==> src/rtl/irq_ipc_regs.vh <==
// register offsets, field positions, reset values for the dual-core irq block
`ifndef IRQ_IPC_REGS_VH
`define IRQ_IPC_REGS_VH

// byte offsets on the apb bus
`define OFS_IRQ_CONTROL_STATUS 8'h10
`define OFS_INTERPROC_TRIGGER 8'h14
`define OFS_IRQ_FLAG_CLEAR 8'h18
`define OFS_EVT_STATUS 8'h20
`define OFS_EVT_CLEAR 8'h24
`define OFS_EVT_ENABLE 8'h28

// irq_control_status field positions
`define CSR_IPC_FLAG_BIT 7
`define CSR_LEVEL_FLAG_BIT 6
`define CSR_FALL_FLAG_BIT 5
`define CSR_RISE_FLAG_BIT 4
`define CSR_IPC_EN_BIT 3
`define CSR_LEVEL_EN_BIT 2
`define CSR_FALL_EN_BIT 1
`define CSR_RISE_EN_BIT 0

// event status / enable / clear field positions
`define EVT_RISE_BIT 0
`define EVT_FALL_BIT 1
`define EVT_IPC_A_BIT 2
`define EVT_IPC_B_BIT 3

// reset and read-back values
`define ENABLE_RESET 4'h0
`define EVT_RESET 4'h0
`define FLAG_CLEAR_READ 8'hFF
`define READ_ZERO 32'h00000000

`endif

==> src/rtl/pin_sync.v <==
// two-flop synchroniser for asynchronous input pins
`timescale 1ns/10ps
module pin_sync #(
  parameter WIDTH = 3,
  parameter [WIDTH-1:0] RESET_VAL = {WIDTH{1'b1}}
) (
  input wire clk,
  input wire rstn,
  input wire ce,
  input wire [WIDTH-1:0] pin_in,
  output wire [WIDTH-1:0] pin_sync_out
);
  reg [WIDTH-1:0] meta_q;
  reg [WIDTH-1:0] sync_q;

  // meta_q is read only by sync_q
  always @(posedge clk) begin
    if (!rstn) begin
      meta_q <= RESET_VAL;
      sync_q <= RESET_VAL;
    end else if (ce) begin
      meta_q <= pin_in;
      sync_q <= meta_q;
    end
  end

  assign pin_sync_out = sync_q;
endmodule

==> src/rtl/core_irq_slice.v <==
// per-core enable bits, inter-processor flag and irq request
`timescale 1ns/10ps
`include "irq_ipc_regs.vh"
module core_irq_slice (
  input wire clk,
  input wire rstn,
  input wire ce,
  input wire en_we,
  input wire [3:0] en_wdata,
  input wire ipc_set,
  input wire ipc_clr,
  input wire level_flag,
  input wire fall_flag,
  input wire rise_flag,
  output wire [3:0] enable,
  output wire ipc_flag,
  output wire irq_n
);
  reg [3:0] en_q;
  reg ipc_q;
  reg irq_n_q;
  wire [3:0] flags;

  assign flags = {ipc_q, level_flag, fall_flag, rise_flag};

  always @(posedge clk) begin
    if (!rstn) begin
      en_q <= `ENABLE_RESET;
      ipc_q <= 1'b0;
      irq_n_q <= 1'b1;
    end else if (ce) begin
      if (en_we)
        en_q <= en_wdata;
      // set beats a clear landing in the same cycle
      if (ipc_set)
        ipc_q <= 1'b1;
      else if (ipc_clr)
        ipc_q <= 1'b0;
      // each flag gated by its own enable; ipc obeys the same gate
      irq_n_q <= ~|(flags & en_q);
    end
  end

  assign enable = en_q;
  assign ipc_flag = ipc_q;
  assign irq_n = irq_n_q;
endmodule

==> src/rtl/dual_cpu_irq_ipc.v <==
// dual-core interrupt control/status, flag clear and inter-processor trigger over apb
`timescale 1ns/10ps
`include "irq_ipc_regs.vh"
module dual_cpu_irq_ipc #(
  parameter ADDR_W = 8
) (
  input wire clk,
  input wire rstn,
  input wire ce,
  input wire psel,
  input wire penable,
  input wire pwrite,
  input wire [ADDR_W-1:0] paddr,
  input wire [31:0] pwdata,
  input wire pcore,
  output wire [31:0] prdata,
  output wire pready,
  output wire pslverr,
  input wire rising_edge_irq_pin,
  input wire falling_edge_irq_pin,
  input wire level_irq_pin,
  output wire irq_core_a_n,
  output wire irq_core_b_n,
  output wire irq
);
  // ----------------------------------------------------------------
  // address decode helpers
  // ----------------------------------------------------------------
  localparam [2:0] SEL_NONE = 3'h0;
  localparam [2:0] SEL_CSR = 3'h1;
  localparam [2:0] SEL_TRIG = 3'h2;
  localparam [2:0] SEL_CLR = 3'h3;
  localparam [2:0] SEL_EST = 3'h4;
  localparam [2:0] SEL_ECLR = 3'h5;
  localparam [2:0] SEL_EEN = 3'h6;

  // any set bit above the low byte leaves the access unmapped, so no alias
  // of the map shows up higher when the address bus is widened
  function [2:0] reg_sel;
    input [ADDR_W-1:0] addr;
    reg high_zero;
    begin
      high_zero = ((addr >> 8) == {ADDR_W{1'b0}});
      reg_sel = SEL_NONE;
      if (high_zero) begin
        case (addr[7:0])
          `OFS_IRQ_CONTROL_STATUS: reg_sel = SEL_CSR;
          `OFS_INTERPROC_TRIGGER: reg_sel = SEL_TRIG;
          `OFS_IRQ_FLAG_CLEAR: reg_sel = SEL_CLR;
          `OFS_EVT_STATUS: reg_sel = SEL_EST;
          `OFS_EVT_CLEAR: reg_sel = SEL_ECLR;
          `OFS_EVT_ENABLE: reg_sel = SEL_EEN;
          default: reg_sel = SEL_NONE;
        endcase
      end
    end
  endfunction

  // edge test shared by both edge pins; rising picks the polarity
  function edge_seen;
    input now;
    input prev;
    input rising;
    begin
      if (rising)
        edge_seen = now & ~prev;
      else
        edge_seen = ~now & prev;
    end
  endfunction

  function [7:0] csr_view;
    input ipc;
    input lvl;
    input fall;
    input rise;
    input [3:0] en;
    begin
      csr_view = {ipc, lvl, fall, rise, en};
    end
  endfunction

  // ----------------------------------------------------------------
  // pin synchronisers
  // ----------------------------------------------------------------
  wire [2:0] pins_s;
  reg rise_prev_q;
  reg fall_prev_q;
  reg level_q;
  reg rise_flag_q;
  reg fall_flag_q;

  pin_sync #(
    .WIDTH(3),
    .RESET_VAL(3'h7)
  ) u_sync (
    .clk(clk),
    .rstn(rstn),
    .ce(ce),
    .pin_in({level_irq_pin, falling_edge_irq_pin, rising_edge_irq_pin}),
    .pin_sync_out(pins_s)
  );

  wire rise_pin_s = pins_s[0];
  wire fall_pin_s = pins_s[1];
  wire level_pin_s = pins_s[2];
  // history flops start high like the synchronisers, so release shows no edge
  wire rise_evt = edge_seen(rise_pin_s, rise_prev_q, 1'b1);
  wire fall_evt = edge_seen(fall_pin_s, fall_prev_q, 1'b0);

  // ----------------------------------------------------------------
  // apb slave
  // ----------------------------------------------------------------
  reg pready_q;
  reg pslverr_q;
  reg [31:0] prdata_q;

  // one wait state so read data and pready come from flops
  wire access = psel & penable & ~pready_q;
  wire commit = psel & penable & pready_q & ~pslverr_q;
  wire wr = commit & pwrite;

  // map, byte addresses, one word each, data in the low byte:
  //   0x10 control/status, per core: ipc flag, level, fall, rise, then
  //        the core's own ipc/level/fall/rise enables in bits 3..0
  //   0x14 trigger, write only: raises the other core's ipc flag
  //   0x18 flag clear: a zero in bit 7, 5 or 4 clears that flag; reads ones
  //   0x20 event status, 0x24 event clear (write one), 0x28 event enable
  wire [2:0] sel = reg_sel(paddr);
  wire hit_csr = (sel == SEL_CSR);
  wire hit_trig = (sel == SEL_TRIG);
  wire hit_clr = (sel == SEL_CLR);
  wire hit_eclr = (sel == SEL_ECLR);
  wire hit_een = (sel == SEL_EEN);
  wire mapped = (sel != SEL_NONE);

  // ----------------------------------------------------------------
  // shared edge and level flags
  // ----------------------------------------------------------------
  wire clr_wr = wr & hit_clr;
  wire rise_clr = clr_wr & ~pwdata[`CSR_RISE_FLAG_BIT];
  wire fall_clr = clr_wr & ~pwdata[`CSR_FALL_FLAG_BIT];

  always @(posedge clk) begin
    if (!rstn) begin
      rise_prev_q <= 1'b1;
      fall_prev_q <= 1'b1;
      level_q <= 1'b0;
      rise_flag_q <= 1'b0;
      fall_flag_q <= 1'b0;
    end else if (ce) begin
      rise_prev_q <= rise_pin_s;
      fall_prev_q <= fall_pin_s;
      // software has no path to this flag
      level_q <= ~level_pin_s;
      if (rise_evt)
        rise_flag_q <= 1'b1;
      else if (rise_clr)
        rise_flag_q <= 1'b0;
      if (fall_evt)
        fall_flag_q <= 1'b1;
      else if (fall_clr)
        fall_flag_q <= 1'b0;
    end
  end

  // ----------------------------------------------------------------
  // per-core slices (index 0 = core a, 1 = core b)
  // ----------------------------------------------------------------
  wire [3:0] en_c [0:1];
  wire [1:0] ipc_c;
  wire [1:0] irq_n_c;
  wire [1:0] ipc_set_c;
  wire [1:0] en_we_c;
  wire [1:0] ipc_clr_c;

  genvar g;
  generate
    for (g = 0; g < 2; g = g + 1) begin : g_core
      wire mine = (pcore == g);
      // the writing core triggers the opposite core
      assign ipc_set_c[g] = wr & hit_trig & ~mine;
      // each core writes and clears only its own copy
      assign en_we_c[g] = wr & hit_csr & mine;
      assign ipc_clr_c[g] = clr_wr & mine & ~pwdata[`CSR_IPC_FLAG_BIT];
      core_irq_slice u_slice (
        .clk(clk),
        .rstn(rstn),
        .ce(ce),
        .en_we(en_we_c[g]),
        .en_wdata(pwdata[3:0]),
        .ipc_set(ipc_set_c[g]),
        .ipc_clr(ipc_clr_c[g]),
        .level_flag(level_q),
        .fall_flag(fall_flag_q),
        .rise_flag(rise_flag_q),
        .enable(en_c[g]),
        .ipc_flag(ipc_c[g]),
        .irq_n(irq_n_c[g])
      );
    end
  endgenerate

  // ----------------------------------------------------------------
  // sticky event status, clear and enable
  // ----------------------------------------------------------------
  reg [3:0] evt_q;
  reg [3:0] evt_en_q;
  reg irq_q;
  wire [3:0] evt_set;
  wire [3:0] evt_clr;

  assign evt_set[`EVT_RISE_BIT] = rise_evt;
  assign evt_set[`EVT_FALL_BIT] = fall_evt;
  assign evt_set[`EVT_IPC_A_BIT] = ipc_set_c[0];
  assign evt_set[`EVT_IPC_B_BIT] = ipc_set_c[1];
  // write one to clear, so a read-modify-write cannot drop a fresh event
  assign evt_clr = (wr & hit_eclr) ? pwdata[3:0] : 4'h0;

  always @(posedge clk) begin
    if (!rstn) begin
      evt_q <= `EVT_RESET;
      evt_en_q <= `EVT_RESET;
      irq_q <= 1'b0;
    end else if (ce) begin
      // a new event outranks a clear in the same cycle
      evt_q <= (evt_q & ~evt_clr) | evt_set;
      if (wr & hit_een)
        evt_en_q <= pwdata[3:0];
      // registered so irq leaves a flop; it trails the status by one cycle
      irq_q <= |(evt_q & evt_en_q);
    end
  end

  // ----------------------------------------------------------------
  // read mux and bus answer
  // ----------------------------------------------------------------
  reg [31:0] rdata;
  always @* begin
    rdata = `READ_ZERO;
    case (sel)
      SEL_CSR: begin
        // each core sees its own ipc flag and enables at the one address
        rdata = {24'h000000, csr_view(ipc_c[pcore], level_q, fall_flag_q, rise_flag_q,
                                      en_c[pcore])};
      end
      SEL_CLR: begin
        rdata = {24'h000000, `FLAG_CLEAR_READ};
      end
      SEL_EST: begin
        rdata = {28'h0000000, evt_q};
      end
      SEL_EEN: begin
        rdata = {28'h0000000, evt_en_q};
      end
      default: begin
        // trigger and event clear hold nothing to read back
        rdata = `READ_ZERO;
      end
    endcase
  end

  always @(posedge clk) begin
    if (!rstn) begin
      pready_q <= 1'b0;
      pslverr_q <= 1'b0;
      prdata_q <= `READ_ZERO;
    end else if (ce) begin
      pready_q <= access;
      // an unmapped word still answers, flagged by pslverr
      pslverr_q <= access & ~mapped;
      if (access & ~pwrite)
        prdata_q <= rdata;
    end
  end

  assign prdata = prdata_q;
  assign pready = pready_q;
  assign pslverr = pslverr_q;
  assign irq_core_a_n = irq_n_c[0];
  assign irq_core_b_n = irq_n_c[1];
  assign irq = irq_q;
endmodule

==> config.mk <==
export PLATFORM = sky130hd
export DESIGN_NAME = dual_cpu_irq_ipc
export DESIGN_NICKNAME = d
export VERILOG_FILES = /design/src/rtl/pin_sync.v /design/src/rtl/core_irq_slice.v /design/src/rtl/dual_cpu_irq_ipc.v
export VERILOG_INCLUDE_DIRS = /design/src /design/src/rtl
export SDC_FILE = /design/constraint.sdc
export NUM_CORES = 1
export LEC_CHECK = 0
export ABC_AREA = 1
export BUFFER_PORTS_ARGS = -buffer_cell sky130_fd_sc_hd__buf_2
export CORE_MARGIN = 1
export CORE_UTILIZATION = 24
export DETAILED_ROUTE_END_ITERATION = 8
export SETUP_SLACK_MARGIN = 0.3
export SLEW_MARGIN = 10
export SYNTH_ARGS = -nofsm -noshare
export SYNTH_HDL_FRONTEND = slang
export SYNTH_SLANG_ARGS = --single-unit
==> constraint.sdc <==
create_clock -name clk -period 1.2 [get_ports clk]
set_input_delay 0.18 -clock clk [delete_from_list [all_inputs] [get_ports clk]]
set_output_delay 0.18 -clock clk [all_outputs]
set_load 0.02 [all_outputs]
## Word-level counts from Yosys, hierarchy flattened

Cells that the tools add are included.

- Magnitude comparators: 2
- Equality and inequality tests: 12
- Muxes and demuxes: 16
- Bitwise operators: 42
- Reduce and logical (&&, ||, !) cells: 18

Operators with widths:

| operator | count |
|---|---|
| 8-bit case mux with 4 select lines | 1 |
| 1-bit bitwise AND | 24 |
| 8-bit by 5-bit equality test with 1-bit output (second input constant) | 3 |
| 8-bit by 6-bit equality test with 1-bit output (second input constant) | 3 |
| 3-bit case mux with 6 select lines | 1 |
| 4-bit bitwise AND | 4 |
| 4-bit two-way mux | 4 |
| 2-bit AND reduction | 8 |
| 4-bit OR reduction | 3 |
| 1-bit inverter | 11 |
| 1-bit two-way mux | 10 |
| 3-bit equality test (second input constant) | 3 |
| 2-bit nonzero test | 4 |
| 3-bit by 2-bit equality test with 1-bit output (second input constant) | 2 |
| 4-bit inverter | 1 |
| 4-bit OR | 1 |
| 3-bit by 1-bit equality test with 1-bit output (second input constant) | 1 |
| 3-bit nonzero test | 1 |
| 2-bit >= comparator (second input constant) | 1 |
| 1-bit logical NOT | 2 |
| 1-bit by 2-bit < comparator with 1-bit output (second input constant) | 1 |
| 1-bit inverter with 2-bit output | 1 |

- Bits in registers: 66
- Input bits: 50
- Logic and storage cells: 109

## Depth between registers and ports, before layout

Gate-level depths: netlist of the first run.

- Depth in word-level cells: 9
- Gate-level depth with buffers: 9
- Mapped depth without buffers: 9

## Cells and area by module

Synthesis of the first run repeated with hierarchy kept, for this count alone.

- Cell total of the unflattened synthesis: 339
- Area total of the unflattened synthesis: 2363.5 um2

Modules (own cells, without submodules):

| module | times used | cells an instance | area an instance (um2) |
|---|---|---|---|
| dual_cpu_irq_ipc | 1 | 238 | 1661.6 |
| core_irq_slice | 2 | 38 | 251.5 |
| pin_sync | 1 | 25 | 198.9 |

## Worst setup path after synthesis of the first run

No wires, ideal clock.

- Kind: reg2reg
- Start point: register pready_q (netlist: pready)
- End point: register g_core[0].u_slice.ipc_q
- Arrival time: 1251 ps
- Data required time: 1068 ps
- Path slack: -183 ps
- Cell stages (with the launch flop): 8
- Buffers on the path: 0
- Period minus slack after synthesis: 1383 ps
- Cell sequence: dfxtp_1 > nand3_2 > nor2_4 > inv_2 > nor2_1 > nand3_1 > nand2_1 > a21oi_1

- Longest elaborated chain between the ends: 8
- Elaborated cells between the ends (all ways): 11
- Classes of those cells: 1 x mux; 8 x bitwise; 2 x reduce/logical

Ends and longest elaborated chain:

| element | line | RTL |
|---|---|---|
| from (decl) | dual_cpu_irq_ipc.v:114 | `reg pready_q;` |
| from (signal assigned) | dual_cpu_irq_ipc.v:269 | `pready_q <= access;` |
| 1-bit bitwise AND * (2 in a row) | dual_cpu_irq_ipc.v:120 | `wire commit = psel & penable & pready_q & ~pslverr_q;` |
| 1-bit bitwise AND * | dual_cpu_irq_ipc.v:121 | `wire wr = commit & pwrite;` |
| 1-bit bitwise AND | dual_cpu_irq_ipc.v:140 | `wire clr_wr = wr & hit_clr;` |
| 1-bit bitwise AND (2 in a row) | dual_cpu_irq_ipc.v:185 | `` assign ipc_clr_c[g] = clr_wr & mine & ~pwdata[`CSR_IPC_FLAG_BIT]; `` |
| 2-bit nonzero test (no source line) | -- |  |
| 2-bit AND reduction (no source line) | -- |  |
| to (signal assigned) | core_irq_slice.v:29 | `ipc_q <= 1'b0;` |
| to (signal assigned) | core_irq_slice.v:36 | `ipc_q <= 1'b1;` |
| to (signal assigned) | core_irq_slice.v:38 | `ipc_q <= 1'b0;` |
| to (decl) | core_irq_slice.v:20 | `reg ipc_q;` |

Mark *: on every way between the ends. The rest lies on a longest branch, timed or not.
A chain may end at the register's enable or synchronous reset.

## Worst setup path in the final report of the first run

- Start point: register pslverr_q (netlist: pslverr)
- End point: register g_core[0].u_slice.en_q[3]

- Longest elaborated chain between the ends: 6

Ends and longest elaborated chain:

| element | line | RTL |
|---|---|---|
| from (decl) | dual_cpu_irq_ipc.v:115 | `reg pslverr_q;` |
| from (signal assigned) | dual_cpu_irq_ipc.v:271 | `pslverr_q <= access & ~mapped;` |
| 1-bit inverter | dual_cpu_irq_ipc.v:120 |  |
| 1-bit bitwise AND | dual_cpu_irq_ipc.v:120 |  |
| 1-bit bitwise AND | dual_cpu_irq_ipc.v:121 |  |
| 1-bit bitwise AND (2 in a row) | dual_cpu_irq_ipc.v:184 | `assign en_we_c[g] = wr & hit_csr & mine;` |
| 2-bit AND reduction (no source line) | -- |  |
| to (signal assigned) | core_irq_slice.v:28 | `` en_q <= `ENABLE_RESET; `` |
| to (signal assigned) | core_irq_slice.v:33 | `en_q <= en_wdata;` |
| to (decl) | core_irq_slice.v:19 | `reg [3:0] en_q;` |

Every way passes these cells.

==> results of run 1 <==
## cell usage in the layout (no fill, tap or decap), types with 16 or more instances in the layout
| cell | n |
|---|---|
| nand3_1 | 20 |
| buf_4 | 29 |
| buf_2 | 24 |
| conb_1 | 24 |
| nand2_1 | 102 |
| dfxtp_1 | 24 |
| dfxtp_2 | 16 |
| a21oi_1 | 36 |
| inv_1 | 18 |
## per-layer routing
metal	GRT usage (%)	up-vias
li1	-	1196
met1	16.2	1082
met2	22.3	53
met3	2.79	7
met4	4.75	0
met5	0	-
## through the flow
step | area [um2] | utilization, %
finish | 3080 | 33.4
global route | 3080 | 33.4
CTS | 3020 | 32.7
detailed placement | 2720 | 29.4
global placement | 2720 | 29.4
floorplan | 2400 | -
## what timing repair did
item	in CTS	in global routing
setup buffers	5	5
endpoints found under the hold margin	0	0
resized for setup	52	6
cloned	2	0
pin swaps	16	11
setup endpoints to repair	45	45
## sequential cells by signal, indices dropped and copies added (netlist names), 2 cells and up
register                 count
g_core.u_slice.ipc_flag      2
u_sync.meta_q                3
evt_en_q                     4
evt_q                        4
u_sync.pin_sync_out          3
prdata                       8
g_core.u_slice.enable        8
g_core.u_slice.irq_n         2
## worst max path at each step
| stage | startpoint | end | slack, ns | cells after the start |
|---|---|---|---|---|
| final | pslverr | g_core[0].u_slice.enable[3] | -0.04 | 8 |
| after global routing | pslverr | evt_en_q[3] | -0.12 | 8 |
| after floorplan | pready | g_core[0].u_slice.enable[0] | -0.04 | 7 |
| after CTS | pslverr | g_core[1].u_slice.enable[1] | -0.04 | 8 |
| after global placement | paddr[6] | g_core[1].u_slice.enable[3] | -0.08 | 9 |
| after detailed placement | paddr[6] | g_core[0].u_slice.enable[0] | -0.10 | 9 |
## worst max-delay path: cells and delay by family (launching register included)
family / cells / cell delay [ns]
AO/OA/AOI/OAI: 1 / 0.05
buffers and inverters: 2 / 0.13
flip-flops: 1 / 0.35
AND/OR/NAND/NOR: 5 / 0.59
## logic make-up (layout without fill, tap and decap cells)
family                 Yosys count  in the layout  synth area share, %
other                            1             24                0.163
buffers and inverters           64            107                 14.6
and+or+nand+nor                170            172                 34.4
DFF                             42             42                 36.6
AOI/OAI and AO/OA               62             62                 14.2
## area by class of cell
type,instances,share of cell area [%]
multi-input combinational,258,42.2
timing repair buffer,69,17.4
sequential,42,28.2
inverter,30,3.77
clock buffer,8,3.29
tap,129,5.24
## power breakdown
part	total (uW)	switching (uW)	internal [uW]
Clock	1030	494	539
Sequential	1450	24.1	1430
Combinational	404	269	135
Total	2890	788	2100
==> results.cfg, run 1 <==
[logic_synthesis]
synthFlopType = dfxtp_1
postSynthCellCount = 339
yosys.cell_count.top_type = nand2_1
synth_edf_count = 0
ys_seq_area_share_pct = 36.6
ys_ff_latch = 42
synth_area_leader_cell = dfxtp_1
avgSynthCellArea_um2 = 6.77
synth_cell_type_count = 25
async_reset_ff_share_pct = 0
syn-cell-area_um2 = 2300
synthTopCellsByArea = dfxtp_1, nand2_1, a21oi_1
yosysWarningCount = 0
synth.top_cells.by_count = nand2_1, dfxtp_1, a21oi_1, nand3_1, buf_4
synth_top_area_share_pct = 36.6

[worst_setup_path]
worstReg2RegStart = pslverr
worst-setup-path-type = reg2reg
crit_slowest_cell = dfxtp_4
crit_chain = inv_2, nand3_2, nor2_4, inv_4, nor2_8, nand3_4, nand2_1, a21oi_1
cp-start-kind = flop
r2r_slack_ns = -0.04
reg2regPathDepth = 8
cpPeakStageDelay_ns = 0.35
cp_max_fo = 5
critPathArrivalTime_ns = 1.43
worstPathRequired_ns = 1.39
setup.worst_path.end_class = flop
r2r_end = g_core[0].u_slice.enable[3]

[cells_and_area]
drive_gt1_share_pct = 32.7
seq_area_um2 = 868
fin_cells = 536
final_nets = 456
area_growth_pct = 34.3
multi_input_area_um2 = 1300
diodes = 0
n_fill_cell = 987

[placed_design]
dp_hpwl_mm = 4.46
place_inst = 516
port_buffers = 37
place_ws_ns = -0.104
place_congestion = 0.829

[clock_tree]
cts_buffers = 5
clkLatencyLatePin_ns = 0.30
clock_tree.buffer_depth = 2
cts_root_buffer = clkbuf_8
path_clk_slew_ns = 0.09
cts_sinks = 42
hold_buffers = 0
htree_levels = 2
cts_tree = built

[timing]
final.setup.tns_ns = -0.335
period_share_pct = 104
layout_setup_ws_ns = -0.0422
setup_viol = 15
worst_clock_skew_ns = 0.0107
finalHoldViolCount = 0
max_freq_mhz = 805
drv_slew = 0
whs_ns = 0.0899
layout_min_cycle_time_ns = 1.24
rsz0062_at_grt = true

[route]
vias = 2338
wl_per_cell_um = 11.3
drt_iter0_markers = 111
wirelength_mm = 6.08
vias_per_cell = 4.36
top_layer_used = met4
wl_met2_mm = 2.93
ant_nets = 0
first_pass_iters = 4
dr_wl_met3_um = 262
m1WireLength_mm = 2.81
drc = 0

[run]
cap_violations = 0

[floorplanning]
die-width_um = 99.8
num_rows = 35
die_area_um2 = 9960
coreArea_um2 = 9240
io_pins = 87
dieHeight_um = 99.8
initial_core_util_pct = 24.8

[global_route]
globalRouteOverflowTotal = 0
grt_usage_pct = 13.1
antenna_found_initial = 0
grt_max_degree = 31
grt_pass1_vias = 2114
grt_pass1_wl_mm = 10.2

[power]
total_leakage_power_uw = 0.00132
power.density_nw_per_um2 = 937
total_power_uw = 2890
peakVddDrop_uv = 463

[hold_path]
min_from = rising_edge_irq_pin
hold_path_class = in2reg
hold_path_end = u_sync.meta_q[0]
min_path_cells = 3

[status]
outcome = complete, but fails checks
violations = setup timing
Power figures use the tool's default switching activity.
==> inputs of run 2 (changes only) <==
SKIP_CTS_REPAIR_TIMING = 1   (was unset)
==> run 2 against run 1 <==
Effect of this change: setup slack improved by 0.017 ns; worst hold slack got worse by 0.00063 ns; via count decreased by 0.34%; critical path type unchanged; critical path depth decreased by 1; flip-flop and latch count unchanged; maximum frequency increased by 1.4%; the run still ends with setup timing left; clock power about the same; sequential power about the same; cell count decreased by 0.19%; count of clock-buffer cells in the layout unchanged; highest routed layer unchanged.
==> results.cfg, run 2 (synthesized netlist as in run 1, its figures left out) <==
[clock_tree]
cts_root_buffer = clkbuf_8
cts_buffers = 5
clkLatencyLatePin_ns = 0.30
cts_sinks = 42
path_clk_slew_ns = 0.08
htree_levels = 2
cts_tree = built
clock_tree.buffer_depth = 2

[cells_and_area]
drive_gt1_share_pct = 32.8
area_growth_pct = 34.7
fin_cells = 535
final_nets = 455
n_fill_cell = 989
utilization_pct = 33.5
seq_area_um2 = 866
most-common-layout-cells = nand2_1, a21oi_1, buf_4
final_common_cell = nand2_1
multi_input_area_um2 = 1310
fin_area_um2 = 3090
diodes = 0

[worst_setup_path]
cpPeakStageDelay_ns = 0.39
crit_family = simple AND/OR/NAND/NOR gates
worst-setup-path-type = reg2reg
setup.worst_path.end_class = flop
cp_num_buf_inv = 1
cp_max_fo = 5
critPathArrivalTime_ns = 1.42
worstPathRequired_ns = 1.39
crit_slowest_cell = dfxtp_4
cp-start-kind = flop
crit_chain = nand3_4, nor2_4, inv_4, nor2_8, nand3_2, nand2_1, a21oi_1

[route]
vias = 2330
wirelength_mm = 6.01
drt_iter0_markers = 121
first_pass_iters = 5
drc = 0
vias_per_cell = 4.36
wl_per_cell_um = 11.2
ant_nets = 0

[floorplanning]
num_rows = 35
die_area_um2 = 9960
initial_core_util_pct = 24.8
dieHeight_um = 99.8
die-width_um = 99.8
io_pins = 87
coreArea_um2 = 9240

[placed_design]
dp_hpwl_mm = 4.46
placed_cell_area_um2 = 2720
port_buffers = 37
place_ws_ns = -0.104
place_inst = 516
place_congestion = 0.829

[timing]
setup_viol = 7
layout_setup_ws_ns = -0.0255
rsz0062_at_grt = true
max_freq_mhz = 816
period_share_pct = 102
finalHoldViolCount = 0
final.setup.tns_ns = -0.0944
layout_min_cycle_time_ns = 1.23
worst_clock_skew_ns = 0.00815
drv_slew = 0

[global_route]
antenna_found_initial = 0
grt_max_degree = 31
globalRouteOverflowTotal = 0
grt_pass1_vias = 2051
grt_usage_pct = 12.4
grt_pass1_wl_mm = 9.67

[hold_path]
hold_path_class = in2reg

[status]
outcome = complete, but fails checks
violations = setup timing

[power]
total_leakage_power_uw = 0.00132
power.density_nw_per_um2 = 935
peakVddDrop_uv = 464

[run]
cap_violations = 0
-- run 2: per-stage QoR --
stage	power (uW)	hold WS [ns]
after CTS	2900	0.0852
after detailed placement	1860	0.400
after global routing	3040	0.0923
after floorplan	1770	0.302
final	2890	0.0892
after global placement	1850	0.395
-- run 2: worst reg2reg max path, cell delays in order, from the launching register on --
cell     delay [ns]
dfxtp_4        0.39
nand3_4        0.08
nor2_4         0.14
inv_4          0.09
nor2_8         0.14
nand3_2        0.11
nand2_1        0.09
a21oi_1        0.06
-- run 2: worst paths after layout --
check                                             from                          end  slack (ns)  depth (start not counted)
worst max-delay path                            pready  g_core[1].u_slice.enable[1]       -0.03                          7
worst min-delay path               rising_edge_irq_pin             u_sync.meta_q[0]        0.09                          3
worst max register to register                  pready  g_core[1].u_slice.enable[1]       -0.03                          7
worst min register to register  u_sync.pin_sync_out[2]                      level_q        0.45                          1
-- run 2: where the power goes --
part           internal (uW)  switching [uW]
logic                    139             271
clock network            539             491
registers               1430            25.4
total                   2100             787
-- run 2: area by class of cell --
type	instances	share of cell area [%]
Inverter	30	3.80
Multi-Input combinational cell	257	42.4
Timing Repair Buffer	69	17.3
Clock buffer	8	3.28
Tap cell	129	5.22
Sequential cell	42	28.0
-- run 2: routing by layer --
| layer | share of wire, % | track usage [%] | vias up |
|---|---|---|---|
| li1 | - | - | 1194 |
| met1 | 45 | 15.6 | 1066 |
| met2 | 48 | 20.6 | 63 |
| met3 | 5.8 | 2.86 | 7 |
| met4 | 1.3 | 4.52 | 0 |
| met5 | 0 | 0 | - |
